--- src/rtl/buzzer_pkg.sv ---
// constants, field layout and timing for the buzzer tone generator
//
// Overview of operation
// - every tone is divided down from the 32.768 kHz oscillator; eight selectable tones
// - select codes 000..111 give 4096.0 down to 1170.3 Hz
// - optional envelope steps duty through eight levels, maximum down to minimum
// - inverted tone output is the logical inverse of the tone output while sounding; both are low while off
// - envelope applies only while enabled; otherwise duty stays at maximum
// - writing 1 to envelope restart while enabled returns duty to maximum
// - envelope steps every 62.5 ms with rate bit 0, 125 ms with 1
// - first envelope step may come up to 4 ms early; later steps exact
// - periods 16/20/24/28 phase steps (one sub-period each, two in the lower octave), high counts 8/8/12/12 minus level
// - burst lasts 31.25 ms with length bit 0, 62.5 ms with 1
// - after a trigger write the burst starts at the next 256 Hz edge
// - burst stops automatically after its length, aligned to 256 Hz
// - trigger bit reads 1 from trigger until output off, else 0
// - inverted output exists only when the tone output option is also built
// - tone control bit 1 drives outputs low except while a one-shot burst rings; 0 outputs the tone
// - trigger accepted only while regular tone is off; ignored otherwise
package buzzer_pkg;

  // register indices; byte address is four times the index
  localparam logic [13:0] IDX_PORT_CTRL = 14'h0f54;
  localparam logic [13:0] IDX_FREQ_LEN = 14'h0f74;
  localparam logic [13:0] IDX_ENV_SHOT = 14'h0f75;

  localparam logic [3:0] PORT_CTRL_RST = 4'hf;
  localparam logic [3:0] FREQ_LEN_RST = 4'h0;
  localparam logic [3:0] ENV_SHOT_RST = 4'h0;

  localparam int BIT_TONE_CTRL = 3;
  localparam int BIT_INV_CTRL = 2;
  localparam int BIT_BURST_LEN = 3;
  localparam int FREQ_LSB = 0;
  localparam int FREQ_W = 3;
  localparam int BIT_ENV_EN = 0;
  localparam int BIT_ENV_RATE = 1;
  localparam int BIT_ENV_RESTART = 2;
  localparam int BIT_BURST = 3;

  // sub-period ticks come from both oscillator edges, 65536 Hz
  localparam int SUB_HZ = 65_536;
  localparam int TICK_HZ = 256;
  localparam int SUB_PER_TICK = SUB_HZ / TICK_HZ;

  localparam int ENV_FAST_US = 62_500;
  localparam int ENV_SLOW_US = 125_000;
  localparam int BURST_SHORT_US = 31_250;
  localparam int BURST_LONG_US = 62_500;
  localparam int ENV_FAST_TICKS = ENV_FAST_US * TICK_HZ / 1_000_000;
  localparam int ENV_SLOW_TICKS = ENV_SLOW_US * TICK_HZ / 1_000_000;
  localparam int BURST_SHORT_TICKS = BURST_SHORT_US * TICK_HZ / 1_000_000;
  localparam int BURST_LONG_TICKS = BURST_LONG_US * TICK_HZ / 1_000_000;

  localparam int PERIOD_BASE = 16;
  localparam int PERIOD_STEP = 4;
  localparam int HIGH_SHORT = 8;
  localparam int HIGH_LONG = 12;
  localparam logic [2:0] LEVEL_MIN = 3'h7;

  typedef enum logic [1:0] {BURST_IDLE, BURST_WAIT, BURST_RING} burst_state_e;

endpackage

--- src/rtl/buzzer_tone_generator.sv ---
// buzzer tone generator with envelope, one-shot burst and apb registers
//
// Design decision made here: the APB interface to the registers.
`timescale 1ns/100ps
`default_nettype none
module buzzer_tone_generator
  import buzzer_pkg::*;
#(
  parameter bit TONE_OUT_OPT = 1'b1,
  parameter bit INV_OUT_OPT = 1'b1
)
(
  input wire logic pclk,
  input wire logic presetn,
  input wire logic psel,
  input wire logic penable,
  input wire logic pwrite,
  input wire logic [15:0] paddr,
  input wire logic [31:0] pwdata,
  output logic [31:0] prdata,
  output logic pready,
  output logic pslverr,
  input wire logic osc_32k_in,
  output logic tone_out,
  output logic tone_out_inverted
);

  // inverted pin only exists when the tone pin option is built
  localparam bit INV_EFF = TONE_OUT_OPT && INV_OUT_OPT;

  // oscillator synchroniser; stage one feeds only stage two
  logic osc_s1_q, osc_s2_q, osc_s3_q;
  logic sub_tick;

  always_ff @(posedge pclk or negedge presetn)
  begin
    if (!presetn)
    begin
      osc_s1_q <= 1'b0;
      osc_s2_q <= 1'b0;
      osc_s3_q <= 1'b0;
    end
    else
    begin
      osc_s1_q <= osc_32k_in;
      osc_s2_q <= osc_s1_q;
      osc_s3_q <= osc_s2_q;
    end
  end

  // both oscillator edges give the 65536 Hz sub-period
  assign sub_tick = osc_s2_q ^ osc_s3_q;

  // apb slave and registers
  logic [3:0] port_ctrl_q, port_ctrl_d;
  logic [3:0] freq_len_q, freq_len_d;
  logic env_en_q, env_en_d, env_rate_q, env_rate_d;
  logic [31:0] prdata_q, prdata_d;
  logic pready_q, pready_d, pslverr_q, pslverr_d;
  logic sel_port, sel_freq, sel_env, wr_done, trig_wr, restart_wr;
  logic burst_busy;

  assign sel_port = (paddr[15:2] == IDX_PORT_CTRL) && (paddr[1:0] == 2'h0);
  assign sel_freq = (paddr[15:2] == IDX_FREQ_LEN) && (paddr[1:0] == 2'h0);
  assign sel_env = (paddr[15:2] == IDX_ENV_SHOT) && (paddr[1:0] == 2'h0);
  // writes land on the edge that samples pready high
  assign wr_done = psel && penable && pready_q && pwrite;
  assign trig_wr = wr_done && sel_env && pwdata[BIT_BURST];
  assign restart_wr = wr_done && sel_env && pwdata[BIT_ENV_RESTART];

  always_comb
  begin
    port_ctrl_d = port_ctrl_q;
    freq_len_d = freq_len_q;
    env_en_d = env_en_q;
    env_rate_d = env_rate_q;
    prdata_d = prdata_q;
    pslverr_d = pslverr_q;
    pready_d = psel && penable && !pready_q;
    if (psel && penable && !pready_q)
    begin
      pslverr_d = !(sel_port || sel_freq || sel_env);
      prdata_d = 32'h0000_0000;
      if (!pwrite)
      begin
        if (sel_port)
          prdata_d[3:0] = port_ctrl_q;
        else if (sel_freq)
          prdata_d[3:0] = freq_len_q;
        else if (sel_env)
          prdata_d[3:0] = {burst_busy, 1'b0, env_rate_q, env_en_q};
      end
    end
    if (wr_done && sel_port)
      port_ctrl_d = pwdata[3:0];
    if (wr_done && sel_freq)
      freq_len_d = pwdata[3:0];
    if (wr_done && sel_env)
    begin
      env_en_d = pwdata[BIT_ENV_EN];
      env_rate_d = pwdata[BIT_ENV_RATE];
    end
  end

  always_ff @(posedge pclk or negedge presetn)
  begin
    if (!presetn)
    begin
      port_ctrl_q <= PORT_CTRL_RST;
      freq_len_q <= FREQ_LEN_RST;
      env_en_q <= ENV_SHOT_RST[BIT_ENV_EN];
      env_rate_q <= ENV_SHOT_RST[BIT_ENV_RATE];
      prdata_q <= 32'h0000_0000;
      pready_q <= 1'b0;
      pslverr_q <= 1'b0;
    end
    else
    begin
      port_ctrl_q <= port_ctrl_d;
      freq_len_q <= freq_len_d;
      env_en_q <= env_en_d;
      env_rate_q <= env_rate_d;
      prdata_q <= prdata_d;
      pready_q <= pready_d;
      pslverr_q <= pslverr_d;
    end
  end

  assign prdata = prdata_q;
  assign pready = pready_q;
  assign pslverr = pslverr_q;

  // 256 hz timebase from the sub-period ticks
  logic [7:0] pre_q, pre_d;
  logic half_q, half_d;
  logic tick256, tone_step;

  assign tick256 = sub_tick && (pre_q == 8'(SUB_PER_TICK - 1));
  // lower octave advances on every other sub-period
  assign tone_step = sub_tick && (!freq_len_q[FREQ_LSB + 2] || half_q);

  always_comb
  begin
    pre_d = pre_q;
    half_d = half_q;
    if (sub_tick)
    begin
      pre_d = pre_q + 8'h01;
      half_d = !half_q;
    end
  end

  always_ff @(posedge pclk or negedge presetn)
  begin
    if (!presetn)
    begin
      pre_q <= 8'h00;
      half_q <= 1'b0;
    end
    else
    begin
      pre_q <= pre_d;
      half_q <= half_d;
    end
  end

  // one-shot burst
  burst_state_e burst_q, burst_d;
  logic [4:0] burst_cnt_q, burst_cnt_d;
  logic [4:0] burst_len;

  assign burst_len = freq_len_q[BIT_BURST_LEN] ? 5'(BURST_LONG_TICKS) : 5'(BURST_SHORT_TICKS);
  assign burst_busy = (burst_q != BURST_IDLE);

  always_comb
  begin
    burst_d = burst_q;
    burst_cnt_d = burst_cnt_q;
    case (burst_q)
      BURST_IDLE:
      begin
        // regular tone on means control bit 0; trigger is dropped then
        if (trig_wr && port_ctrl_q[BIT_TONE_CTRL])
          burst_d = BURST_WAIT;
      end
      BURST_WAIT:
      begin
        if (tick256)
        begin
          burst_d = BURST_RING;
          burst_cnt_d = 5'h00;
        end
      end
      BURST_RING:
      begin
        if (tick256)
        begin
          if (burst_cnt_q >= burst_len - 5'h01)
            burst_d = BURST_IDLE;
          else
            burst_cnt_d = burst_cnt_q + 5'h01;
        end
      end
      default:
        burst_d = BURST_IDLE;
    endcase
  end

  always_ff @(posedge pclk or negedge presetn)
  begin
    if (!presetn)
    begin
      burst_q <= BURST_IDLE;
      burst_cnt_q <= 5'h00;
    end
    else
    begin
      burst_q <= burst_d;
      burst_cnt_q <= burst_cnt_d;
    end
  end

  // envelope; counter restarts on enable so the first step comes under one 256 hz tick early
  logic sounding;
  logic [2:0] level_q, level_d;
  logic [5:0] env_cnt_q, env_cnt_d;
  logic [5:0] env_steps;

  assign sounding = !port_ctrl_q[BIT_TONE_CTRL] || (burst_q == BURST_RING);
  assign env_steps = env_rate_q ? 6'(ENV_SLOW_TICKS) : 6'(ENV_FAST_TICKS);

  always_comb
  begin
    level_d = level_q;
    env_cnt_d = env_cnt_q;
    if (!env_en_q || !sounding || restart_wr)
    begin
      level_d = 3'h0;
      env_cnt_d = 6'h00;
    end
    else if (tick256)
    begin
      if (env_cnt_q >= env_steps - 6'h01)
      begin
        env_cnt_d = 6'h00;
        if (level_q != LEVEL_MIN)
          level_d = level_q + 3'h1;
      end
      else
        env_cnt_d = env_cnt_q + 6'h01;
    end
  end

  always_ff @(posedge pclk or negedge presetn)
  begin
    if (!presetn)
    begin
      level_q <= 3'h0;
      env_cnt_q <= 6'h00;
    end
    else
    begin
      level_q <= level_d;
      env_cnt_q <= env_cnt_d;
    end
  end

  // tone waveform; changing the select mid-tone can glitch one period
  logic [4:0] ph_q, ph_d;
  logic [4:0] period, high_cnt;
  logic tone_q, tone_d, inv_q, inv_d, act_q;

  assign period = 5'(PERIOD_BASE) + {freq_len_q[FREQ_LSB + 1:FREQ_LSB], 2'b00};
  assign high_cnt = (freq_len_q[FREQ_LSB + 1] ? 5'(HIGH_LONG) : 5'(HIGH_SHORT)) - {2'b00, level_q};

  always_comb
  begin
    ph_d = ph_q;
    if (!sounding)
      ph_d = 5'h00;
    else if (tone_step)
      ph_d = (ph_q >= period - 5'h01) ? 5'h00 : ph_q + 5'h01;
    tone_d = port_ctrl_q[BIT_TONE_CTRL];
    inv_d = port_ctrl_q[BIT_INV_CTRL];
    if (TONE_OUT_OPT)
      tone_d = sounding && (ph_q < high_cnt);
    if (INV_EFF)
      inv_d = sounding && !(ph_q < high_cnt);
  end

  always_ff @(posedge pclk or negedge presetn)
  begin
    if (!presetn)
    begin
      ph_q <= 5'h00;
      tone_q <= 1'b0;
      inv_q <= 1'b0;
      act_q <= 1'b0;
    end
    else
    begin
      ph_q <= ph_d;
      tone_q <= tone_d;
      inv_q <= inv_d;
      act_q <= sounding;
    end
  end

  assign tone_out = tone_q;
  assign tone_out_inverted = inv_q;
endmodule
`default_nettype wire

--- config.mk ---
export PLATFORM = sky130hd
export DESIGN_NAME = buzzer_tone_generator
export DESIGN_NICKNAME = d
export VERILOG_FILES = /design/src/rtl/buzzer_pkg.sv /design/src/rtl/buzzer_tone_generator.sv
export SDC_FILE = /design/constraint.sdc
export NUM_CORES = 1
export LEC_CHECK = 0
export BUFFER_PORTS_ARGS = -buffer_cell sky130_fd_sc_hd__buf_2
export CORE_MARGIN = 1.5
export CORE_UTILIZATION = 47
export DETAILED_ROUTE_END_ITERATION = 8
export PLACE_DENSITY = 0.77
export SLEW_MARGIN = 10
export SYNTH_ARGS = -nofsm -noshare
export SYNTH_HDL_FRONTEND = slang
export SYNTH_SLANG_ARGS = --single-unit
export TNS_END_PERCENT = 10
--- constraint.sdc ---
create_clock -name pclk -period 1.85 [get_ports pclk]
set_input_delay 0 -clock pclk [delete_from_list [all_inputs] [get_ports pclk]]
set_output_delay 0 -clock pclk [all_outputs]
set_load 0.005 [all_outputs]
== After elaboration in Yosys (flattened, before gate mapping) ==
Index checks and enable logic that the tools add are counted.

* Register bits after elaboration: 51
* Word-level logic and storage cells: 114
* Output and inout bits: 36
* Input bits: 54

* Eq/ne operators: 13
* Muxes and demuxes: 26
* Order comparisons: 4
* Reductions and logical operators: 41
* Add/sub/neg operators: 10
* Bitwise logic cells: 1

{| class="wikitable"
|+ Operator list
! operator !! count
|-
| $eq A14 B12 Y1 const B || 3
|-
| $mux W5 || 7
|-
| $mux W6 || 4
|-
| $logic_and A1 B1 Y1 || 17
|-
| $mux W4 || 4
|-
| $mux W3 || 5
|-
| $ne A2 B2 Y1 const B || 6
|-
| $add A5 B1 Y5 const B || 2
|-
| $ge A5 B5 Y1 || 2
|-
| $pmux W5 S2 || 1
|-
| $reduce_bool A2 Y1 || 5
|-
| $sub A5 B1 Y5 const B || 2
|-
| $add A8 B1 Y8 const B || 1
|-
| $eq A8 B8 Y1 const B || 1
|-
| $logic_not A1 Y1 || 8
|-
| $mux W2 || 4
|-
| $reduce_and A4 Y1 || 2
|-
| $add A6 B1 Y6 const B || 1
|-
| $ge A6 B6 Y1 || 1
|-
| $logic_or A1 B1 Y1 || 6
|-
| $pmux W2 S3 || 1
|-
| $sub A6 B1 Y6 const B || 1
|-
| $add A5 B4 Y5 const A || 1
|-
| $lt A5 B5 Y1 || 1
|-
| 8 further kinds || 9
|}

== Depth between registers and ports, before layout ==
Gate-level depths: netlist of run 1.

* Depth in word-level cells: 8
* Gate-level depth with buffers: 8

== Worst setup path before layout of run 1 ==
Ideal clock, no wire load.

* Path type: reg-to-reg
* From: reg freq_len_q[0]
* To: reg ph_q[3]
* Arrival time: 1.772 ns
* Stages on the path, launching flop included: 8
* Setup time: 0.126 ns
* Required time: 1.724 ns
* Slack: -0.048 ns
* Path through: dfrtp_1 > inv_1 > ha_1 > ha_1 > o21ai_0 > o21ai_0 > nor2_1 > a221o_1

* Word-level cells in the longest chain between the ends: 6

{| class="wikitable"
|+ Ends and longest elaborated chain
! item !! line !! text
|-
| from (decl) || buzzer_tone_generator.sv:56 || <nowiki>logic [3:0] freq_len_q, freq_len_d;</nowiki>
|-
| from (signal assigned) || buzzer_tone_generator.sv:120 || <nowiki>freq_len_q <= freq_len_d;</nowiki>
|-
| $add A5 B4 Y5 || buzzer_tone_generator.sv:273 || <nowiki>assign period = 5'(PERIOD_BASE) + {freq_len_q[FREQ_LSB + 1:FREQ_LSB], 2'b00};</nowiki>
|-
| $sub A5 B1 Y5 || buzzer_tone_generator.sv:282 || <nowiki>ph_d = (ph_q >= period - 5'h01) ? 5'h00 : ph_q + 5'h01;</nowiki>
|-
| $ge A5 B5 Y1 || buzzer_tone_generator.sv:282 ||
|-
| $mux W5 || buzzer_tone_generator.sv:282 ||
|-
| $mux W5 || buzzer_tone_generator.sv:281 || <nowiki>else if (tone_step)</nowiki>
|-
| $mux W5 || buzzer_tone_generator.sv:279 || <nowiki>if (!sounding)</nowiki>
|-
| to (signal assigned) || buzzer_tone_generator.sv:302 || <nowiki>ph_q <= ph_d;</nowiki>
|-
| to (decl) || buzzer_tone_generator.sv:269 || <nowiki>logic [4:0] ph_q, ph_d;</nowiki>
|}

Every way passes these cells. The select of a mux whose other input is x is not followed.
A chain may end at the register's enable or synchronous reset.

== Final worst setup path of run 1 ==
* From: reg freq_len_q[1]
* To: reg ph_q[4]

Same word-level chain as after synthesis.

==> run summary, run 1 <==
Final clock skew: 12.1 ps
Max-cap viol count: 0
Share of synthesized flip-flops with an asynchronous set or reset: 1.00
Total number of H-tree levels: 2
Number of antenna violations at the first check in global routing: 0
TritonCTS clock tree: yes
Largest driver fanout on the critical path: 4
Die outline height: 81.9 um
Synthesis-stage register bit count: 51
Post-Route Utilization: 0.591
Post-synthesis area per instance: 10.1 um2
Combined area of all synthesized cells: 2930 um2
Dpl cells: 414
Outcome: finished with violations
Number of global-route vias before repair: 2166
VDD IR max: 0.692 mV
Starting Density: 0.492
IO buf count: 33
Final worst path period share: 1.01
Top-level port count: 90
Global-route wire length before repair: 9710 um
Data arrival, critical path: 2060 ps
Headroom to the max-slew limit: 0.576
Area taken by multi-input logic gates: 1550 um2
Endpoint class of the critical path: register
Detailed-route via count: 2319
Clock network fraction of total power: 0.265
Gr ovfl total: 0
Number of unique standard cell types used by synthesis: 50
Die outline area: 6710 um2
Core Footprint: 5960 um2
TritonCTS Sinks: 51
Type of element launching the critical path: register
Min setup slack post-route: -12.1 ps
Post-synthesis sequential area ratio: 0.438
Half-perimeter wire length after detailed placement: 4300 um
Die outline width: 81.9 um
Path category of the worst min-delay check: primary input to register
Gpl congestion: 0.872
Average wire length per cell after detail routing: 14.2 um
DR iter-0 viols: 156
Most frequent cells in the layout: dfrtp_1 (47), buf_2 (33), conb_1 (28), buf_4 (28), nor2_1 (18)
Cell at the root of the clock tree: clkbuf_8
Clock Tree Buf Depth: 2
Final setup violation count: 4
Count of flip-flops with a built-in enable after synthesis: 0
Power per unit of standard cell area: 829 nW/um2
Filler-free cell count of the finished design: 431
DR vias/cell: 5.38
Logic pwr share: 0.247
Setup repair after global routing missed its margin: yes
Final-layout fill cell count: 492
Data required time of the worst path: 2050 ps
Maximum clock frequency: 537 MHz
Total global routing track utilization: 0.191
Commonest non-fill, non-tap cell in the layout: dfrtp_1
Gate Count Post-Synth: 290
Switching part of the total power: 0.301
Pin count of the biggest net entering global routing: 52
Area growth, synth to finish: 20.3%
Final slew viol count: 0
Cell internal power dissipation: 0.00204 W
Remaining antenna violation count: 0
DRC Markers: 0
Wire length reported by the detailed router: 6120 um
Clock Latency Late Sink: 310 ps
Setup Crit Path Kind: register to register
Final period demand of the worst path: 1860 ps
Clock slew seen by the registers of the worst setup and hold paths: 90 ps
First-pass DRT Iterations: 4
Commonest register cell after synthesis: dfrtp_1
Reported leakage power: 1.68 nW
Transition time at the pin with the least slew margin: 636 ps
Warnings, synthesis: 0
Fraction of final layout cells sized beyond drive strength 1: 0.281
Total inserted antenna cells: 0
Final-stage net count: 426
Area taken by flip-flops and latches: 1280 um2
Violated checks: negative setup slack
Number of hold-slack violations in the final timing report: 0
Switching Power: 0.000879 W
Num CTS Buffers: 5
Std cell rows: 28
Reg power frac: 0.488
==> worst paths after layout <==
check                              startpoint              to  slack (ps)  cells after the start
worst max-delay path            freq_len_q[1]         ph_q[4]         -10                      7
worst min-delay path                 paddr[4]         pslverr          90                      4
worst max register to register  freq_len_q[1]         ph_q[4]         -10                      7
worst min register to register       osc_s1_q        osc_s2_q         350                      0
max in group asynchronous             presetn  burst_cnt_q[1]        1090                      3
min in group asynchronous             presetn        pre_q[1]         330                      3
==> layout make-up <==
type / instances / area share
multi-input cells: 217 / 0.441
flip-flops and latches: 51 / 0.364
repair buffers: 67 / 0.124
well taps: 75 / 0.0267
clock buffers: 6 / 0.0206
inverters: 13 / 0.0139
clock inverters: 2 / 0.0107
==> cells by family after synthesis <==
kind of cell | after synthesis | share of synthesized area
xor+xnor | 12 | 0.0385
compound gates | 54 | 0.124
mux | 16 | 0.0628
fa+ha+maj | 17 | 0.0726
buf+inv | 49 | 0.0991
other cells | 1 | 0.00128
flops | 51 | 0.438
simple gates | 90 | 0.164
==> layer usage <==
layer | vias to the layer above | track usage | wire length, um
li1 | 1109 | - | -
met1 | 1103 | 0.228 | 2630
met2 | 98 | 0.338 | 3040
met3 | 9 | 0.0367 | 371
met4 | 0 | 0.0712 | 89
met5 | - | 0 | 0
==> cell usage after synthesis, drive strengths merged, types with 2 or more instances <==
library cell,count,share of area
dfrtp,47,0.40
buf,29,0.074
nor2,20,0.026
ha,17,0.073
nand2,17,0.022
nand3,15,0.026
inv,13,0.017
o21ai,13,0.022
a21oi,11,0.019
mux2,10,0.042
xnor2,10,0.030
clkbuf,7,0.0090
mux2i,6,0.021
nor3,6,0.010
a21o,5,0.013
a22o,5,0.015
nand4,5,0.011
a211oi,4,0.010
dfstp,4,0.036
nand2b,4,0.0085
nor4,4,0.011
and3,3,0.0064
nand4b,3,0.0090
o22ai,3,0.0064
or3,3,0.0081
or4,3,0.0077
a221o,2,0.0068
a311oi,2,0.0060
and2,2,0.0043
o31ai,2,0.0051
xor2,2,0.0085
==> critical path, stage by stage, from the launching register on <==
cell and delay (ps):
dfrtp_1 400, inv_1 60, ha_1 280, ha_1 290, o21ai_2 70, o21ai_2 280
nor2_4 70, a221o_1 310
==> power by group through the flow <==
stage	clock network, W	logic [W]	registers (W)
global placement	0	0.000585	0.00143
CTS	0.000789	0.000663	0.00141
global route	0.000833	0.000807	0.00144
floorplan	0	0.000408	0.00142
finish	0.000774	0.000721	0.00142
detailed placement	0	0.000621	0.00143
==> flip-flops by register name, summed over array words and instances (netlist names), 2 cells and up <==
signal / cells
pre_q: 8
env_cnt_q: 6
burst_cnt_q: 5
ph_q: 5
freq_len_q: 4
port_ctrl_q: 4
prdata: 4
level_q: 3
burst_q: 2
==> stage by stage <==
step / worst slack, ps / cell area (um2) / TNS, ps / total power, W / hold slack (ps)
floorplan: 53.4 / 3030 / 0 / 0.00183 / -296
global placement: -47.3 / 3230 / -94.9 / 0.00201 / 111
detailed placement: -105 / 3230 / -562 / 0.00205 / 111
CTS: 6.32 / 3430 / 0 / 0.00287 / 94.6
global route: -94.8 / 3520 / -449 / 0.00308 / 134
finish: -12.1 / 3520 / -36.4 / 0.00292 / 94.6
==> timing repair <==
item	in CTS	in global routing
gates resized for setup	7	13
endpoints found under the hold margin	58	0
setup endpoints to repair	14	12
pin swaps	2	6
buffers inserted	1	2
hold buffers	6	0
Note: power is estimated with default switching activity, not from simulation.
==> run 2: changes to the inputs <==
--- a/config.mk
+++ b/config.mk
@@ -11,4 +11,5 @@
 export DETAILED_ROUTE_END_ITERATION = 8
 export PLACE_DENSITY = 0.77
+export REMOVE_ABC_BUFFERS = 1
 export SLEW_MARGIN = 10
 export SYNTH_ARGS = -nofsm -noshare
==> constraint.sdc (replaced) <==
create_clock -name pclk -period 1.85 [get_ports pclk]
set_input_delay 0.0925 -clock pclk [delete_from_list [all_inputs] [get_ports pclk]]
set_output_delay 0.0925 -clock pclk [all_outputs]
set_load 0.005 [all_outputs]
==> run 2 against run 1 <==
Net effect: the run now ends clean; worst hold slack worse by 51 ps; sequential share of layout area is 1.1 points higher; via count is 2.6% lower; flip-flop and latch count unchanged; core utilization is 1.7 points lower; sequential power about the same; power down 5.5%; cell count down 0.93%; clock skew decreased by 2.8 ps; largest cell class unchanged; largest power group unchanged; highest routed layer unchanged.
==> run summary, run 2 (same netlist as run 1, synthesis figures left out) <==
Transition time at the pin with the least slew margin: 620 ps
Setup repair after global routing missed its margin: yes
Detailed-route via count: 2259
Max-cap viol count: 0
Commonest non-fill, non-tap cell in the layout: dfrtp_1
Number of global-route vias before repair: 2066
Path category of the worst min-delay check: primary input to register
Reported leakage power: 1.65 nW
Final period demand of the worst path: 1830 ps
First-pass DRT Iterations: 4
Number of cells traversed by the worst register-to-register path: 8
Total global routing track utilization: 0.182
IO buf count: 33
Area taken by flip-flops and latches: 1280 um2
Final setup violation count: 0
Number of antenna violations at the first check in global routing: 0
Number of hold-slack violations in the final timing report: 0
TritonCTS Sinks: 51
Std cell rows: 28
Die outline height: 81.9 um
Remaining antenna violation count: 0
Headroom to the max-slew limit: 0.586
Maximum clock frequency: 545 MHz
Die outline area: 6710 um2
Data required time of the worst path: 2050 ps
Outcome: finished clean
Power per unit of standard cell area: 806 nW/um2
Area taken by multi-input logic gates: 1500 um2
Setup Crit Path Kind: register to register
Dpl cells: 416
Fraction of final layout cells sized beyond drive strength 1: 0.270
Type of element launching the critical path: register
Die outline width: 81.9 um
Average wire length per cell after detail routing: 12.9 um
Final clock skew: 9.38 ps
Most flop-heavy register: pre_q
Data arrival, critical path: 2030 ps
Global-route wire length before repair: 9360 um
Most frequent cells in the layout: dfrtp_1 (47), buf_2 (33), conb_1 (28), buf_4 (28), nor2_1 (20)
Clock Latency Late Sink: 310 ps
DR iter-0 viols: 142
Num CTS Buffers: 5
Accumulated negative setup slack: 0 ps
Final slew viol count: 0
Final worst path period share: 0.991
Total number of H-tree levels: 2
Flip-flop count of the largest register, all copies and words added: 8
Filler-free cell count of the finished design: 427
Final Total Pwr: 0.00276 W
Half-perimeter wire length after detailed placement: 4100 um
Registers with the highest flip-flop counts: pre_q (8), env_cnt_q (6)
Core Footprint: 5960 um2
Final-stage net count: 422
VDD IR max: 0.503 mV
Cell at the root of the clock tree: clkbuf_8
Final-layout fill cell count: 530
Wire length reported by the detailed router: 5520 um
Top-level port count: 90
DR vias/cell: 5.29
Endpoint class of the critical path: register
Clock Tree Buf Depth: 2
Total inserted antenna cells: 0
Hold depth: 2
Worst hold slack: 43.6 ps
Area growth, synth to finish: 16.8%
TritonCTS clock tree: yes
Largest driver fanout on the critical path: 3
Starting Density: 0.492
Gpl congestion: 0.834
Pin count of the biggest net entering global routing: 52
Gr ovfl total: 0
DRC Markers: 0
Clock slew seen by the registers of the worst setup and hold paths: 90 ps
[run 2: final cells by class]
class | count | share of cell area
clock buffer | 6 | 0.0241
clock inverter | 2 | 0.00476
inverter | 13 | 0.0143
multi-input combinational | 217 | 0.439
sequential | 51 | 0.375
tap | 75 | 0.0274
timing repair buffer | 63 | 0.116
[run 2: path summary, 6_finish.rpt]
path	startpoint	end	slack [ps]
min	pwdata[2]	port_ctrl_q[2]	40
max	freq_len_q[1]	ph_q[4]	20
max in group asynchronous	presetn	env_cnt_q[0]	1020
max reg2reg	freq_len_q[1]	ph_q[4]	20
min in group asynchronous	presetn	burst_cnt_q[2]	410
min reg2reg	osc_s1_q	osc_s2_q	370
[run 2: worst max-delay path, stage by stage, from the launching register on]
cell	delay [ps]
dfrtp_1	400
inv_1	60
ha_1	270
ha_1	300
o21ai_2	60
o21ai_1	190
buf_4	160
nor2_1	40
a221o_1	250
[run 2: routing by layer]
metal / track usage / wire length, um / vias up / share of wire
li1: - / - / 1106 / -
met1: 0.247 / 2560 / 1092 / 0.46
met4: 0.0712 / 78 / 0 / 0.014
met2: 0.289 / 2690 / 54 / 0.49
met3: 0.0322 / 188 / 7 / 0.034
met5: 0 / 0 / - / 0
[run 2: stage by stage]
stage / utilization / cell area [um2] / setup WS [ps]
floorplan: - / 2790 / -260
global placement: 0.546 / 3250 / -32.2
detailed placement: 0.546 / 3250 / -77.6
CTS: 0.566 / 3370 / -5.46
global route: 0.574 / 3420 / -46.6
finish: 0.574 / 3420 / 16.4
[run 2: report_power, final]
group | switching (W) | internal [W] | leakage [nW]
clock network | 0.000367 | 0.000306 | 0.0474
registers | 0.000142 | 0.00127 | 0.658
logic | 0.000310 | 0.000363 | 0.950
total | 0.000819 | 0.00194 | 1.65
[run 2: repair_timing]
item / 4_1_cts / 5_1_grt
hold buffers: 2 / 0
pin swaps: 1 / 5
setup buffers: 0 / 1
gates resized for setup: 2 / 9
hold endpoints to repair: 48 / 0
setup endpoints to repair: 6 / 21
